$ cat src/hdl/au_pkg.sv
// Constants, types and bus carrier shared by the arithmetic unit
package au_pkg;

  // Register addresses on the plain register port
  localparam logic [2:0] ADDR_B0   = 3'h0;  // Operand byte 0 (lsb)
  localparam logic [2:0] ADDR_B1   = 3'h1;  // Operand byte 1
  localparam logic [2:0] ADDR_B2   = 3'h2;  // Operand byte 2
  localparam logic [2:0] ADDR_B3   = 3'h3;  // Operand byte 3
  localparam logic [2:0] ADDR_B4   = 3'h4;  // Operand byte 4
  localparam logic [2:0] ADDR_B5   = 3'h5;  // Operand byte 5
  localparam logic [2:0] ADDR_CTRL = 3'h6;  // Arithmetic control

  // Control register field positions
  localparam int CTRL_ERR_BIT = 7;  // Error flag, read only
  localparam int CTRL_OV_BIT  = 6;  // Overflow flag, read only
  localparam int CTRL_DIR_BIT = 5;  // Shift direction, 1 is right
  localparam int CTRL_CNT_MSB = 4;  // Shift count top bit

  // Reset values
  localparam logic [7:0] RST_BYTE = 8'h00;  // Operand bytes
  localparam logic [4:0] RST_CNT  = 5'h00;  // Shift count
  localparam logic [4:0] RST_TIM  = 5'h00;  // Latency timer

  // Latencies in clock cycles
  localparam logic [4:0] LAT_DIV32      = 5'h11;  // 17 cycles
  localparam logic [4:0] LAT_DIV16      = 5'h09;  // 9 cycles
  localparam logic [4:0] LAT_MUL        = 5'h0b;  // 11 cycles
  localparam logic [4:0] LAT_SHIFT_BASE = 5'h02;  // Plus half the count
  localparam logic [4:0] LAT_NORM_BASE  = 5'h03;  // Plus half the shifts

  // Arithmetic limits
  localparam logic [31:0] MUL_OV_LIMIT  = 32'h0000ffff;  // Largest clean product
  localparam logic [31:0] DIV_ZERO_QUOT = 32'hffffffff;  // Quotient on zero divisor

  // Sequencer states
  typedef enum logic [3:0] {
    AU_ST_IDLE = 4'b0001,
    AU_ST_LOAD = 4'b0010,
    AU_ST_RUN  = 4'b0100,
    AU_ST_DONE = 4'b1000
  } au_state_t;

  // Operations
  typedef enum logic [4:0] {
    AU_OP_DIV32 = 5'b00001,
    AU_OP_DIV16 = 5'b00010,
    AU_OP_MUL   = 5'b00100,
    AU_OP_SHIFT = 5'b01000,
    AU_OP_NORM  = 5'b10000
  } au_op_t;

  // Register port request
  typedef struct packed {
    logic       wr;     // Write strobe
    logic       rd;     // Read strobe
    logic [2:0] addr;   // Register address
    logic [7:0] wdata;  // Write data
  } au_req_t;

endpackage

$ cat src/hdl/au_arith_unit.sv
// Multiply, divide, shift and normalize co-processor with byte registers
//
// Contract
// - Byte five or control write launches operation
// - Bytes two/three written selects 32/16 divide
// - Byte four divides 16/16, byte one multiplies
// - Unit runs alone while processor continues
// - Divide 17/9 clocks, multiply 11 clocks
// - Shift takes 3 to 18 clocks
// - Normalize takes 3 to 19 clocks
// - Final result read ends whole calculation
// - Normalize shifts left until top bit set
// - Normalize leaves shift total in count field
// - Bit five direction, bits four-zero count
// - Shifts bring in zeros at vacated end
// - Byte zero write arms, final read disarms
// - Write during execution sets error flag
// - Armed read during execution sets error only
// - Error flag cleared only by control read
// - Overflow on zero divisor, big product, normalized
// - Other operations clear overflow; hardware only
// - Control: overflow bit6, direction bit5, count
// - Zero count normalizes, nonzero count shifts
`timescale 1ns/100ps

module au_arith_unit (
  input  wire logic            clk,
  input  wire logic            arst_n,
  input  wire au_pkg::au_req_t req,
  output logic [7:0]           rd_data,
  output logic                 busy
);

  // Leading zero count of a word, 31 for an all-zero word
  function automatic logic [4:0] au_lead_zeros(input logic [31:0] v);
    logic [4:0] n;
    logic       found;
    n     = 5'h1f;
    found = 1'b0;
    for (int i = 31; i >= 0; i--)
    begin
      if (!found && v[i])
      begin
        n     = 5'(31 - i);
        found = 1'b1;
      end
    end
    return n;
  endfunction

  // Storage
  logic [7:0]        md [0:5];    // Operand and result bytes
  logic              err;         // Improper operation flag
  logic              ov;          // Overflow flag
  logic              dir;         // Shift direction
  logic [4:0]        cnt;         // Shift count field
  au_pkg::au_state_t state;       // Sequencer state
  au_pkg::au_op_t    op;          // Operation in progress
  logic [4:0]        timer;       // Cycles left in execution
  logic              armed;       // Error detection armed
  logic              f_b1;        // Byte 1 written after any byte 4
  logic              f_b23;       // Byte 2 or 3 written in this load
  logic              f_b4;        // Byte 4 written after any byte 1

  // Address decode, one bit per register
  wire [6:0] wr_sel   = req.wr ? (7'h01 << req.addr) : 7'h00;
  wire [6:0] rd_sel   = req.rd ? (7'h01 << req.addr) : 7'h00;
  wire       any_wr   = |wr_sel;              // Write to any register
  wire       byte_rd  = |rd_sel[5:0];         // Read of an operand byte
  wire       ctrl_wr  = wr_sel[6];            // Control register write
  wire       ctrl_rd  = rd_sel[6];            // Control register read

  // State decode
  wire st_load = (state == au_pkg::AU_ST_LOAD);
  wire st_run  = (state == au_pkg::AU_ST_RUN);
  wire st_done = (state == au_pkg::AU_ST_DONE);

  // Operand views
  wire [31:0] lo32   = {md[3], md[2], md[1], md[0]};  // Dividend or shift word
  wire [15:0] hi16   = {md[5], md[4]};                // Divisor or second factor
  wire        div0   = (hi16 == 16'h0000);            // Zero divisor
  wire [4:0]  lz     = au_lead_zeros(lo32);           // Normalize distance

  // Operation chosen by a byte five write
  wire b5_is_div32 = f_b23;
  wire b5_is_div16 = !f_b23 && f_b4;
  wire b5_is_mul   = !f_b23 && f_b1;
  wire b5_has_op   = f_b23 || f_b4 || f_b1;

  // Launch conditions, from loading or as a restart
  wire in_seq      = st_load || st_run;
  wire launch_b5   = in_seq && wr_sel[5] && b5_has_op;
  wire launch_ctrl = in_seq && ctrl_wr;
  wire launch      = launch_b5 || launch_ctrl;

  // Zero count picks normalize
  wire [4:0] wr_cnt  = req.wdata[au_pkg::CTRL_CNT_MSB:0];
  wire       is_norm = (wr_cnt == 5'h00);

  // Operation to latch at launch
  au_pkg::au_op_t launch_op;
  always_comb
  begin
    // Byte five write picks a divide or multiply
    if (launch_b5)
    begin
      if (b5_is_div32)
        launch_op = au_pkg::AU_OP_DIV32;
      else if (b5_is_div16)
        launch_op = au_pkg::AU_OP_DIV16;
      else
        launch_op = au_pkg::AU_OP_MUL;
    end
    // Control write picks shift or normalize
    else if (is_norm)
      launch_op = au_pkg::AU_OP_NORM;
    else
      launch_op = au_pkg::AU_OP_SHIFT;
  end

  // Half of a count plus one, for the shift and normalize latencies
  wire [5:0] sh_half = (6'(wr_cnt) + 6'h01) >> 1;
  wire [5:0] nm_half = (6'(lz) + 6'h01) >> 1;

  // Latency loaded at launch
  logic [4:0] launch_lat;
  always_comb
  begin
    case (launch_op)
      au_pkg::AU_OP_DIV32: launch_lat = au_pkg::LAT_DIV32;
      au_pkg::AU_OP_DIV16: launch_lat = au_pkg::LAT_DIV16;
      au_pkg::AU_OP_MUL:   launch_lat = au_pkg::LAT_MUL;
      au_pkg::AU_OP_SHIFT: launch_lat = sh_half[4:0] + au_pkg::LAT_SHIFT_BASE;
      au_pkg::AU_OP_NORM:  launch_lat = nm_half[4:0] + au_pkg::LAT_NORM_BASE;
      default:             launch_lat = au_pkg::LAT_MUL;
    endcase
  end

  // Arithmetic, evaluated on the stable operands during execution
  wire [31:0] q32  = div0 ? au_pkg::DIV_ZERO_QUOT : lo32 / {16'h0000, hi16};
  wire [31:0] r32  = div0 ? lo32 : lo32 % {16'h0000, hi16};
  wire [15:0] q16  = div0 ? 16'hffff : lo32[15:0] / hi16;
  wire [15:0] r16  = div0 ? lo32[15:0] : lo32[15:0] % hi16;
  wire [31:0] prod = {16'h0000, lo32[15:0]} * {16'h0000, hi16};
  // Zeros fill the vacated end of the word
  wire [31:0] shv  = dir ? (lo32 >> cnt) : (lo32 << cnt);
  wire [31:0] nrm  = lo32 << lz;

  // Result selection
  logic [31:0] res_lo;   // New bytes 0..3
  logic [15:0] res_hi;   // New bytes 4..5
  logic        res_ov;   // New overflow flag
  logic [4:0]  res_cnt;  // New count field
  always_comb
  begin
    res_lo  = lo32;
    res_hi  = hi16;
    res_ov  = 1'b0;  // Clean operations clear overflow
    res_cnt = cnt;
    case (op)
      au_pkg::AU_OP_DIV32:
      begin
        res_lo = q32;
        res_hi = r32[15:0];
        res_ov = div0;
      end
      au_pkg::AU_OP_DIV16:
      begin
        res_lo = {lo32[31:16], q16};
        res_hi = r16;
        res_ov = div0;
      end
      au_pkg::AU_OP_MUL:
      begin
        res_lo = prod;
        res_ov = (prod > au_pkg::MUL_OV_LIMIT);
      end
      au_pkg::AU_OP_SHIFT:
      begin
        res_lo = shv;
      end
      au_pkg::AU_OP_NORM:
      begin
        res_lo  = nrm;
        res_cnt = lz;        // Shifts performed
        res_ov  = lo32[31];  // Already normalized at start
      end
      default:
      begin
        res_lo = lo32;
      end
    endcase
  end

  // Execution finishes when the timer runs out with no interfering write
  wire commit = st_run && (timer == 5'h01) && !any_wr;

  // Final read of the result ends the calculation
  wire op_div     = (op == au_pkg::AU_OP_DIV32) || (op == au_pkg::AU_OP_DIV16);
  wire final_rd   = st_done && (op_div ? rd_sel[5] : rd_sel[3]);

  // Error sources during execution
  wire err_wr  = st_run && any_wr;
  wire err_rd  = st_run && armed && byte_rd;
  wire err_set = err_wr || err_rd;

  // Next state
  au_pkg::au_state_t next_state;
  always_comb
  begin
    next_state = state;
    case (state)
      au_pkg::AU_ST_IDLE,
      au_pkg::AU_ST_DONE:
      begin
        if (wr_sel[0])
          next_state = au_pkg::AU_ST_LOAD;
        else if (final_rd)
          next_state = au_pkg::AU_ST_IDLE;
      end
      au_pkg::AU_ST_LOAD:
      begin
        if (launch)
          next_state = au_pkg::AU_ST_RUN;
      end
      au_pkg::AU_ST_RUN:
      begin
        // A write interrupts; a launching write restarts
        if (launch)
          next_state = au_pkg::AU_ST_RUN;
        else if (any_wr)
          next_state = au_pkg::AU_ST_LOAD;
        else if (commit)
          next_state = au_pkg::AU_ST_DONE;
      end
      default:
      begin
        next_state = au_pkg::AU_ST_IDLE;
      end
    endcase
  end

  // Next value of the error flag; a new event beats the clear
  wire next_err = err_set || (err && !ctrl_rd);

  // Next value of the armed flag
  wire next_armed = wr_sel[0] || (armed && !final_rd);

  // Control word and register read data for the registered read port
  wire [7:0] ctrl_word = {err, ov, dir, cnt};
  wire [7:0] rd_mux    = ctrl_rd ? ctrl_word :
                         (req.addr <= au_pkg::ADDR_B5) ? md[req.addr] : 8'h00;

  // Sequencer, timer and operation
  always_ff @(posedge clk or negedge arst_n)
  begin
    if (!arst_n)
    begin
      state <= au_pkg::AU_ST_IDLE;
      busy  <= 1'b0;
      op    <= au_pkg::AU_OP_MUL;
      timer <= au_pkg::RST_TIM;
    end
    else
    begin
      state <= next_state;
      // Registered copy of the running state, so busy leaves a flop
      busy  <= (next_state == au_pkg::AU_ST_RUN);
      if (launch)
      begin
        op    <= launch_op;
        timer <= launch_lat;
      end
      else if (st_run && timer != 5'h00)
        timer <= timer - 5'h01;   // Runs without the processor
    end
  end

  // Load order tracking for operation selection
  always_ff @(posedge clk or negedge arst_n)
  begin
    if (!arst_n)
    begin
      f_b1  <= 1'b0;
      f_b23 <= 1'b0;
      f_b4  <= 1'b0;
    end
    else if (wr_sel[0])
    begin
      // Byte zero opens a fresh sequence
      f_b1  <= 1'b0;
      f_b23 <= 1'b0;
      f_b4  <= 1'b0;
    end
    else
    begin
      // The later of bytes 1 and 4 picks multiply or short divide
      f_b1  <= wr_sel[1] || (f_b1 && !wr_sel[4]);
      f_b23 <= f_b23 || wr_sel[2] || wr_sel[3];
      f_b4  <= wr_sel[4] || (f_b4 && !wr_sel[1]);
    end
  end

  // Operand bytes: software writes, or results at the end
  always_ff @(posedge clk or negedge arst_n)
  begin
    if (!arst_n)
    begin
      for (int i = 0; i < 6; i++)
        md[i] <= au_pkg::RST_BYTE;
    end
    else if (commit)
    begin
      md[0] <= res_lo[7:0];
      md[1] <= res_lo[15:8];
      md[2] <= res_lo[23:16];
      md[3] <= res_lo[31:24];
      md[4] <= res_hi[7:0];
      md[5] <= res_hi[15:8];
    end
    else
    begin
      for (int i = 0; i < 6; i++)
        if (wr_sel[i])
          md[i] <= req.wdata;
    end
  end

  // Control fields; overflow is not writable
  always_ff @(posedge clk or negedge arst_n)
  begin
    if (!arst_n)
    begin
      dir <= 1'b0;
      cnt <= au_pkg::RST_CNT;
      ov  <= 1'b0;
    end
    else if (ctrl_wr)
    begin
      dir <= req.wdata[au_pkg::CTRL_DIR_BIT];
      cnt <= wr_cnt;
    end
    else if (commit)
    begin
      cnt <= res_cnt;
      ov  <= res_ov;
    end
  end

  // Error and arming flags
  always_ff @(posedge clk or negedge arst_n)
  begin
    if (!arst_n)
    begin
      err   <= 1'b0;
      armed <= 1'b0;
    end
    else
    begin
      err   <= next_err;
      armed <= next_armed;
    end
  end

  // Read port: data stands only in the cycle after the strobe
  always_ff @(posedge clk or negedge arst_n)
  begin
    if (!arst_n)
      rd_data <= 8'h00;
    else
      rd_data <= req.rd ? rd_mux : 8'h00;
  end

endmodule

$ cat config.mk
export PLATFORM = sky130hd
export DESIGN_NAME = au_arith_unit
export DESIGN_NICKNAME = d
export VERILOG_FILES = /design/src/hdl/au_pkg.sv /design/src/hdl/au_arith_unit.sv
export SDC_FILE = /design/constraint.sdc
export NUM_CORES = 2
export LEC_CHECK = 0
export BUFFER_PORTS_ARGS = -buffer_cell sky130_fd_sc_hd__buf_2
export CAP_MARGIN = 20
export CORE_ASPECT_RATIO = 0.8
export CORE_MARGIN = 5
export CORE_UTILIZATION = 25
export DETAILED_ROUTE_END_ITERATION = 7
export MAX_ROUTING_LAYER = met4
export SYNTH_ARGS = -nofsm -noshare
export SYNTH_HDL_FRONTEND = slang
export SYNTH_SLANG_ARGS = --single-unit
$ cat constraint.sdc
create_clock -name clk -period 105.8 [get_ports clk]
set_input_delay 5.29 -clock clk [delete_from_list [all_inputs] [get_ports clk]]
set_output_delay 5.29 -clock clk [all_outputs]
set_load 0.1 [all_outputs]
# ---- Yosys cells after proc, flatten, opt, wreduce, memory -nomap -nowiden
# Index checks and enable logic that the tools add are counted.
dict set report classes {
  n_addsub 5
  mul 1
  div_mod_pow 4
  n_lt_le_gt_ge 3
  n_eq_ne 19
  shift 4
  muxes 107
  n_bitwise 2
  reduce_logical 119
}
# cell n
set op_table {}
lappend op_table {{5-bit 2-to-1 mux} 39}
lappend op_table {{32-bit case mux with 5 select lines} 1}
lappend op_table {{8-bit 2-to-1 mux} 11}
lappend op_table {{32-bit 2-to-1 mux} 2}
lappend op_table {{32-bit by 5-bit left shift with 32-bit output} 2}
lappend op_table {{16-bit 2-to-1 mux} 3}
lappend op_table {{48-bit 2-to-1 mux} 1}
lappend op_table {{1-bit logical AND} 46}
lappend op_table {{1-bit logical NOT} 37}
lappend op_table {{1-bit 2-to-1 mux} 35}
lappend op_table {{32-bit by 16-bit divider with 32-bit output} 1}
lappend op_table {{32-bit by 16-bit > comparator with 1-bit output, second input constant} 1}
lappend op_table {{32-bit by 16-bit modulo with 32-bit output} 1}
lappend op_table {{16-bit by 16-bit multiplier with 32-bit output} 1}
lappend op_table {{16-bit case mux with 2 select lines} 1}
lappend op_table {{32-bit by 5-bit right shift with 32-bit output} 1}
lappend op_table {{8-bit binary-select mux with 3-bit select} 1}
lappend op_table {{4-bit 2-to-1 mux} 6}
lappend op_table {{5-bit case mux with 4 select lines} 1}
lappend op_table {{2-bit nonzero test} 9}
lappend op_table {{16-bit by 16-bit divider with 16-bit output} 1}
lappend op_table {{16-bit logical NOT} 1}
lappend op_table {{16-bit by 16-bit modulo with 16-bit output} 1}
lappend op_table {{5-bit by 1-bit == test with 1-bit output, second input constant} 3}
lappend op_table {{32 further kinds} 58}
dict set report totals {
  reg_bits 83
  latchBits 0
  ram_bits 0
  rom_bits 0
  input_bits 15
  word_cells 283
  mem_count 0
}

# ---- Longest topological paths before layout
dict set report logic_depth {
  word_depth 98
  mapped_depth 474
}

# ---- Least setup slack after synthesis
# OpenSTA, ideal clock, no wires.
dict set report synth_path {
  kind {register to register}
  from {register md, in the netlist hi16[0]}
  to {register md, in the netlist lo32[0]}
  setup_time_ps 138
  t_arrival_ps 90286
  setup_slack_ps 15376
  path_stages_with_launch 451
  path_buffers 44
  period_less_slack_ps 90424
  cell_sequence {dfrtp_1 > inv_1 > ha_1 > a21oi_1 > ha_1 > o21a_1 > or3b_2 > nor3_1 > or2_2 > ha_1 > a21oi_1 > a211o_1 > or2_1 > o21ai_0 > ha_1 > o21ai_0 > a21oi_1 > o21ai_1 > [415 not listed] > o21bai_1 > a21oi_1 > o21bai_1 > a21oi_1 > o21bai_1 > a21oi_1 > o21bai_1 > a21oi_1 > nand2_1 > a21o_1 > a21oi_1 > o211ai_1 > a221oi_1 > o2111a_1 > nand2_4 > buf_6 > o221ai_1 > a31oi_1}
}
dict set report synth_between {
  elab_chain_len 4
  word_cells_on_any_way 8
  cone_classes {1 x mul; 2 x div; 4 x mux; 1 x reduce/logical}
}
# item line
set synth_lines {}
lappend synth_lines {{start: declaration} au_arith_unit.sv:52} ;# logic [7:0] md [0:5];
lappend synth_lines {{start signal: indexed assignment} au_arith_unit.sv:310} ;# md[i] <= au_pkg::RST_BYTE;
lappend synth_lines {{start signal: indexed assignment} au_arith_unit.sv:325} ;# md[i] <= req.wdata;
lappend synth_lines {{32-bit by 16-bit divider with 32-bit output (tied with other cells)} au_arith_unit.sv:140} ;# wire [31:0] q32 = div0 ? au_pkg::DIV_ZERO_QUOT : lo32 / {16'h0000, hi16};
lappend synth_lines {{32-bit 2-to-1 mux / 16-bit 2-to-1 mux (equally long branches)} {au_arith_unit.sv:140, au_arith_unit.sv:142}}
lappend synth_lines {{32-bit case mux with 5 select lines *} au_arith_unit.sv:160} ;# case (op)
lappend synth_lines {{48-bit 2-to-1 mux *} au_arith_unit.sv:312} ;# else if (commit)
# Mark *: on every way between the ends. The rest lies on a longest branch, timed or not.
# A chain may end at the register's enable or synchronous reset.

# ---- Worst setup path in the final report
dict set report layout_path {
  from {register md, in the netlist hi16[13]}
  to {register md, in the netlist hi16[15]}
}
dict set report layout_between {
  elab_chain_len 4
  word_cells_on_any_way 7
  cone_classes {2 x div; 4 x mux; 1 x reduce/logical}
}
# item line
set layout_lines {}
lappend layout_lines {{32-bit by 16-bit modulo with 32-bit output (tied with other cells)} au_arith_unit.sv:141} ;# wire [31:0] r32 = div0 ? lo32 : lo32 % {16'h0000, hi16};
lappend layout_lines {{16-bit 2-to-1 mux (on tied branches)} {au_arith_unit.sv:141, au_arith_unit.sv:143}}
lappend layout_lines {{16-bit case mux with 2 select lines *} au_arith_unit.sv:160}
lappend layout_lines {{48-bit 2-to-1 mux *} au_arith_unit.sv:312}
# Marks and branches as above.

==> results_dict.tcl <==
set metrics [dict create \
    drv.max_cap_violation_count 0 \
    grt_first_pass_wirelength_mm 283 \
    post_synth.cell_area_avg_um2 7.21 \
    die_h_um 395 \
    edff_count_synth 0 \
    cp_num_buf_inv 20 \
    yosys-top-cells-count "nand2_1, ha_1, nor2_1, a21oi_1" \
    synth_area_um2 46300 \
    area_growth_pct 6.89 \
    timing.fmax_mhz 10.2 \
    worst_skew_pair.late_latency_ps 390 \
    critical_path_peak_fanout 32 \
    grt_overflow_total 0 \
    cts_made_buffers 9 \
    crit_path_frequent_cell "o21a_1" \
    yosys.cell_count.top_type "nand2_1" \
    worstRegToRegCells 421 \
    cts_htree_levels 3 \
    number_of_gates_on_the_worst_path_with_buffers_counted 421 \
    setup_viol_count_final 0 \
    maximum_number_of_pins_on_one_net_before_global_route_repair 101 \
    synth.distinct_cells 121 \
    startpoint_type "register" \
    timing.clock.skew_ps 15.1 \
    drt-pass1-iter-count 8 \
    detailroute.via_count 49500 \
    synthesis.yosys.warnings 0 \
    final.setup.tns_ps 0 \
    routedWlPerCell_um 21.8 \
    asyncSetResetFlopFracSynth 1.00 \
    grt_setup_unrepaired "no" \
    tritoncts_clock_tree "yes" \
    io_buffers 23 \
    synth-main-ff-cell "dfrtp_1" \
    timing_worst_slew_pin_value_ps 1320 \
    cts_num_sinks 83 \
    antenna_left 0 \
    detailed_route_drc_error_count 0 \
    via_per_inst 5.70 \
    die_x_um 491 \
    worst-endpoint-arrival_ps 98320 \
    routabilityCongestion 1.02 \
    worstPathRequired_ps 106020 \
    num_io_pins 24 \
    dp_hpwl_mm 146 \
    hold_violations 0 \
    fraction_of_layout_cells_with_a_size_suffix_above_1 0.0790 \
    clockRootBuffer "clkbuf_16" \
    grt_use_total 0.190 \
    drt_iter0_markers 5582 \
    register_area_um2 2080 \
    final.period_utilization 0.927 \
    worst_path_dominant_cell_family "compound AO/OA/AOI/OAI gates" \
    initial_utilization 0.251 \
    yosys.area.top_type "ha_1" \
    post_synth_inst_count 6428 \
    timing_max_transition_violations_final 0 \
    num_rows 141 \
    post_synth_main_area_contributors "ha_1, fa_1, nand2_1, o21a_1, nor2_1" \
    critical_path.slowest_cell "or4b_2" \
    first_global_vias 45600 \
    worstSetupEndpointType "register" \
    synth_nets 7280 \
    floorplan.die_area_um2 194000 \
    hold_path_class "reg -> reg" \
    ys_seq_area_frac 0.0449 \
    cts.reportedPaths.clkPinSlew_ps 70 \
    floorplan.core_area_um2 185000 \
    postSynthRegisterBits 83 \
    finish.net_count 7089 \
    slew_headroom 0.119 \
    crit_type "reg -> reg" \
    holdPathStages 2 \
    synth.top_cell.area_share 0.173 \
    largest_stage_delay_on_the_critical_path_ps 650 \
    post-route-min-period_ps 98100 \
    antenna_found_initial 22 \
    wirelength_mm 189 \
    run_status "finished clean" \
    final.fill_count 20200 \
    clockBufferDepth 2 \
    multiInputGateArea_um2 41700 \
]
[cell type report]
| type | count | area share |
|---|---|---|
| antenna | 12 | 0.000607 |
| clock buffer | 12 | 0.00498 |
| clock inverter | 4 | 0.00104 |
| inverter | 352 | 0.0267 |
| multi-input combinational | 5642 | 0.842 |
| sequential | 83 | 0.0421 |
| tap | 2431 | 0.0614 |
| timing repair buffer | 149 | 0.0215 |
[layout by cell type, fill, tap and decap left out, types with 49 or more instances in the layout]
cell type and count:
a21o_1 109, a21oi_1 455, a31oi_1 94, and2_1 69, buf_4 126, dfrtp_1 77
fa_1 196, ha_1 641, inv_1 334, mux2_2 112, mux2i_1 195, nand2_1 698
nand2b_1 68, nand3_1 89, nor2_1 608, nor3_1 341, o211ai_1 61, o21a_1 311
o21ai_0 343, o22ai_1 49, o31ai_1 148, or2_2 80, xnor2_1 157, xor2_1 84
[stage by stage]
| stage | instance area (um^2) | worst slack [ps] | util | hold slack, ps | instances |
|---|---|---|---|---|---|
| 2_1_floorplan | 46300 | 15380 | - | 448 | 6428 |
| 3_3_place_gp | 49100 | 10220 | 0.266 | 463 | 8653 |
| 3_5_place_dp | 49100 | 7730 | 0.266 | 469 | 8654 |
| 4_1_cts | 49400 | 7530 | 0.268 | 486 | 8670 |
| 5_1_grt | 49500 | 73.6 | 0.268 | 525 | 8684 |
| 6_report | 49500 | 7700 | 0.268 | 487 | 8685 |
[registers in the layout, indices dropped and copies added (netlist names), 4 cells and up]
register / flops
hi16: 16
cnt: 5
rd_data: 8
timer: 5
lo32: 32
state: 4
op: 5
[repair_timing]
item / in CTS / in global routing
resized for setup: 0 / 10
endpoints found under the hold margin: 0 / 0
setup endpoints to repair: 0 / 17
buffers inserted: 0 / 2
hold buffers: 0 / 0
[tightest hold or removal path: stages (launching register included)]
cell and delay [ps]:
dfrtp_1 350, nand2_1 50, nand2_1 60
[worst paths after layout]
path | startpoint | to | slack (ps)
max | hi16[13]$_DFFE_PN0P_ | hi16[15]$_DFFE_PN0P_ | 7700
min reg2reg | armed$_DFF_PN0_ | armed$_DFF_PN0_ | 490
min | armed$_DFF_PN0_ | armed$_DFF_PN0_ | 490
min in group asynchronous | arst_n | cnt[4]$_DFFE_PN0P_ | 4820
max in group asynchronous | arst_n | hi16[13]$_DFFE_PN0P_ | 99710
max reg2reg | hi16[13]$_DFFE_PN0P_ | hi16[15]$_DFFE_PN0P_ | 7700
[logic make-up (layout without fill, tap and decap cells)]
| group | Yosys count | in the layout | synth area share |
|---|---|---|---|
| simple gates | 2256 | 2256 | 0.229 |
| compound gates | 1979 | 1979 | 0.286 |
| fa+ha+maj | 838 | 838 | 0.258 |
| buf+inv | 703 | 517 | 0.0579 |
| mux | 328 | 328 | 0.0785 |
| xor+xnor | 241 | 241 | 0.0456 |
| flops | 83 | 83 | 0.0449 |
| other cells | 0 | 12 | 0 |
[routing by layer]
| metal | share of wire | track usage | wire length [um] | up-vias |
|---|---|---|---|---|
| met4 | 0.030 | 0.0535 | 5770 | 0 |
| met3 | 0.097 | 0.0293 | 18400 | 314 |
| li1 | - | - | - | 23200 |
| met1 | 0.46 | 0.273 | 87200 | 23900 |
| met2 | 0.41 | 0.274 | 77800 | 2159 |
| met5 | 0 | - | 0 | - |
Power is left out: the tool's default activity adds up to more than one toggle a clock period on the data nets, which glitch-free logic cannot reach.
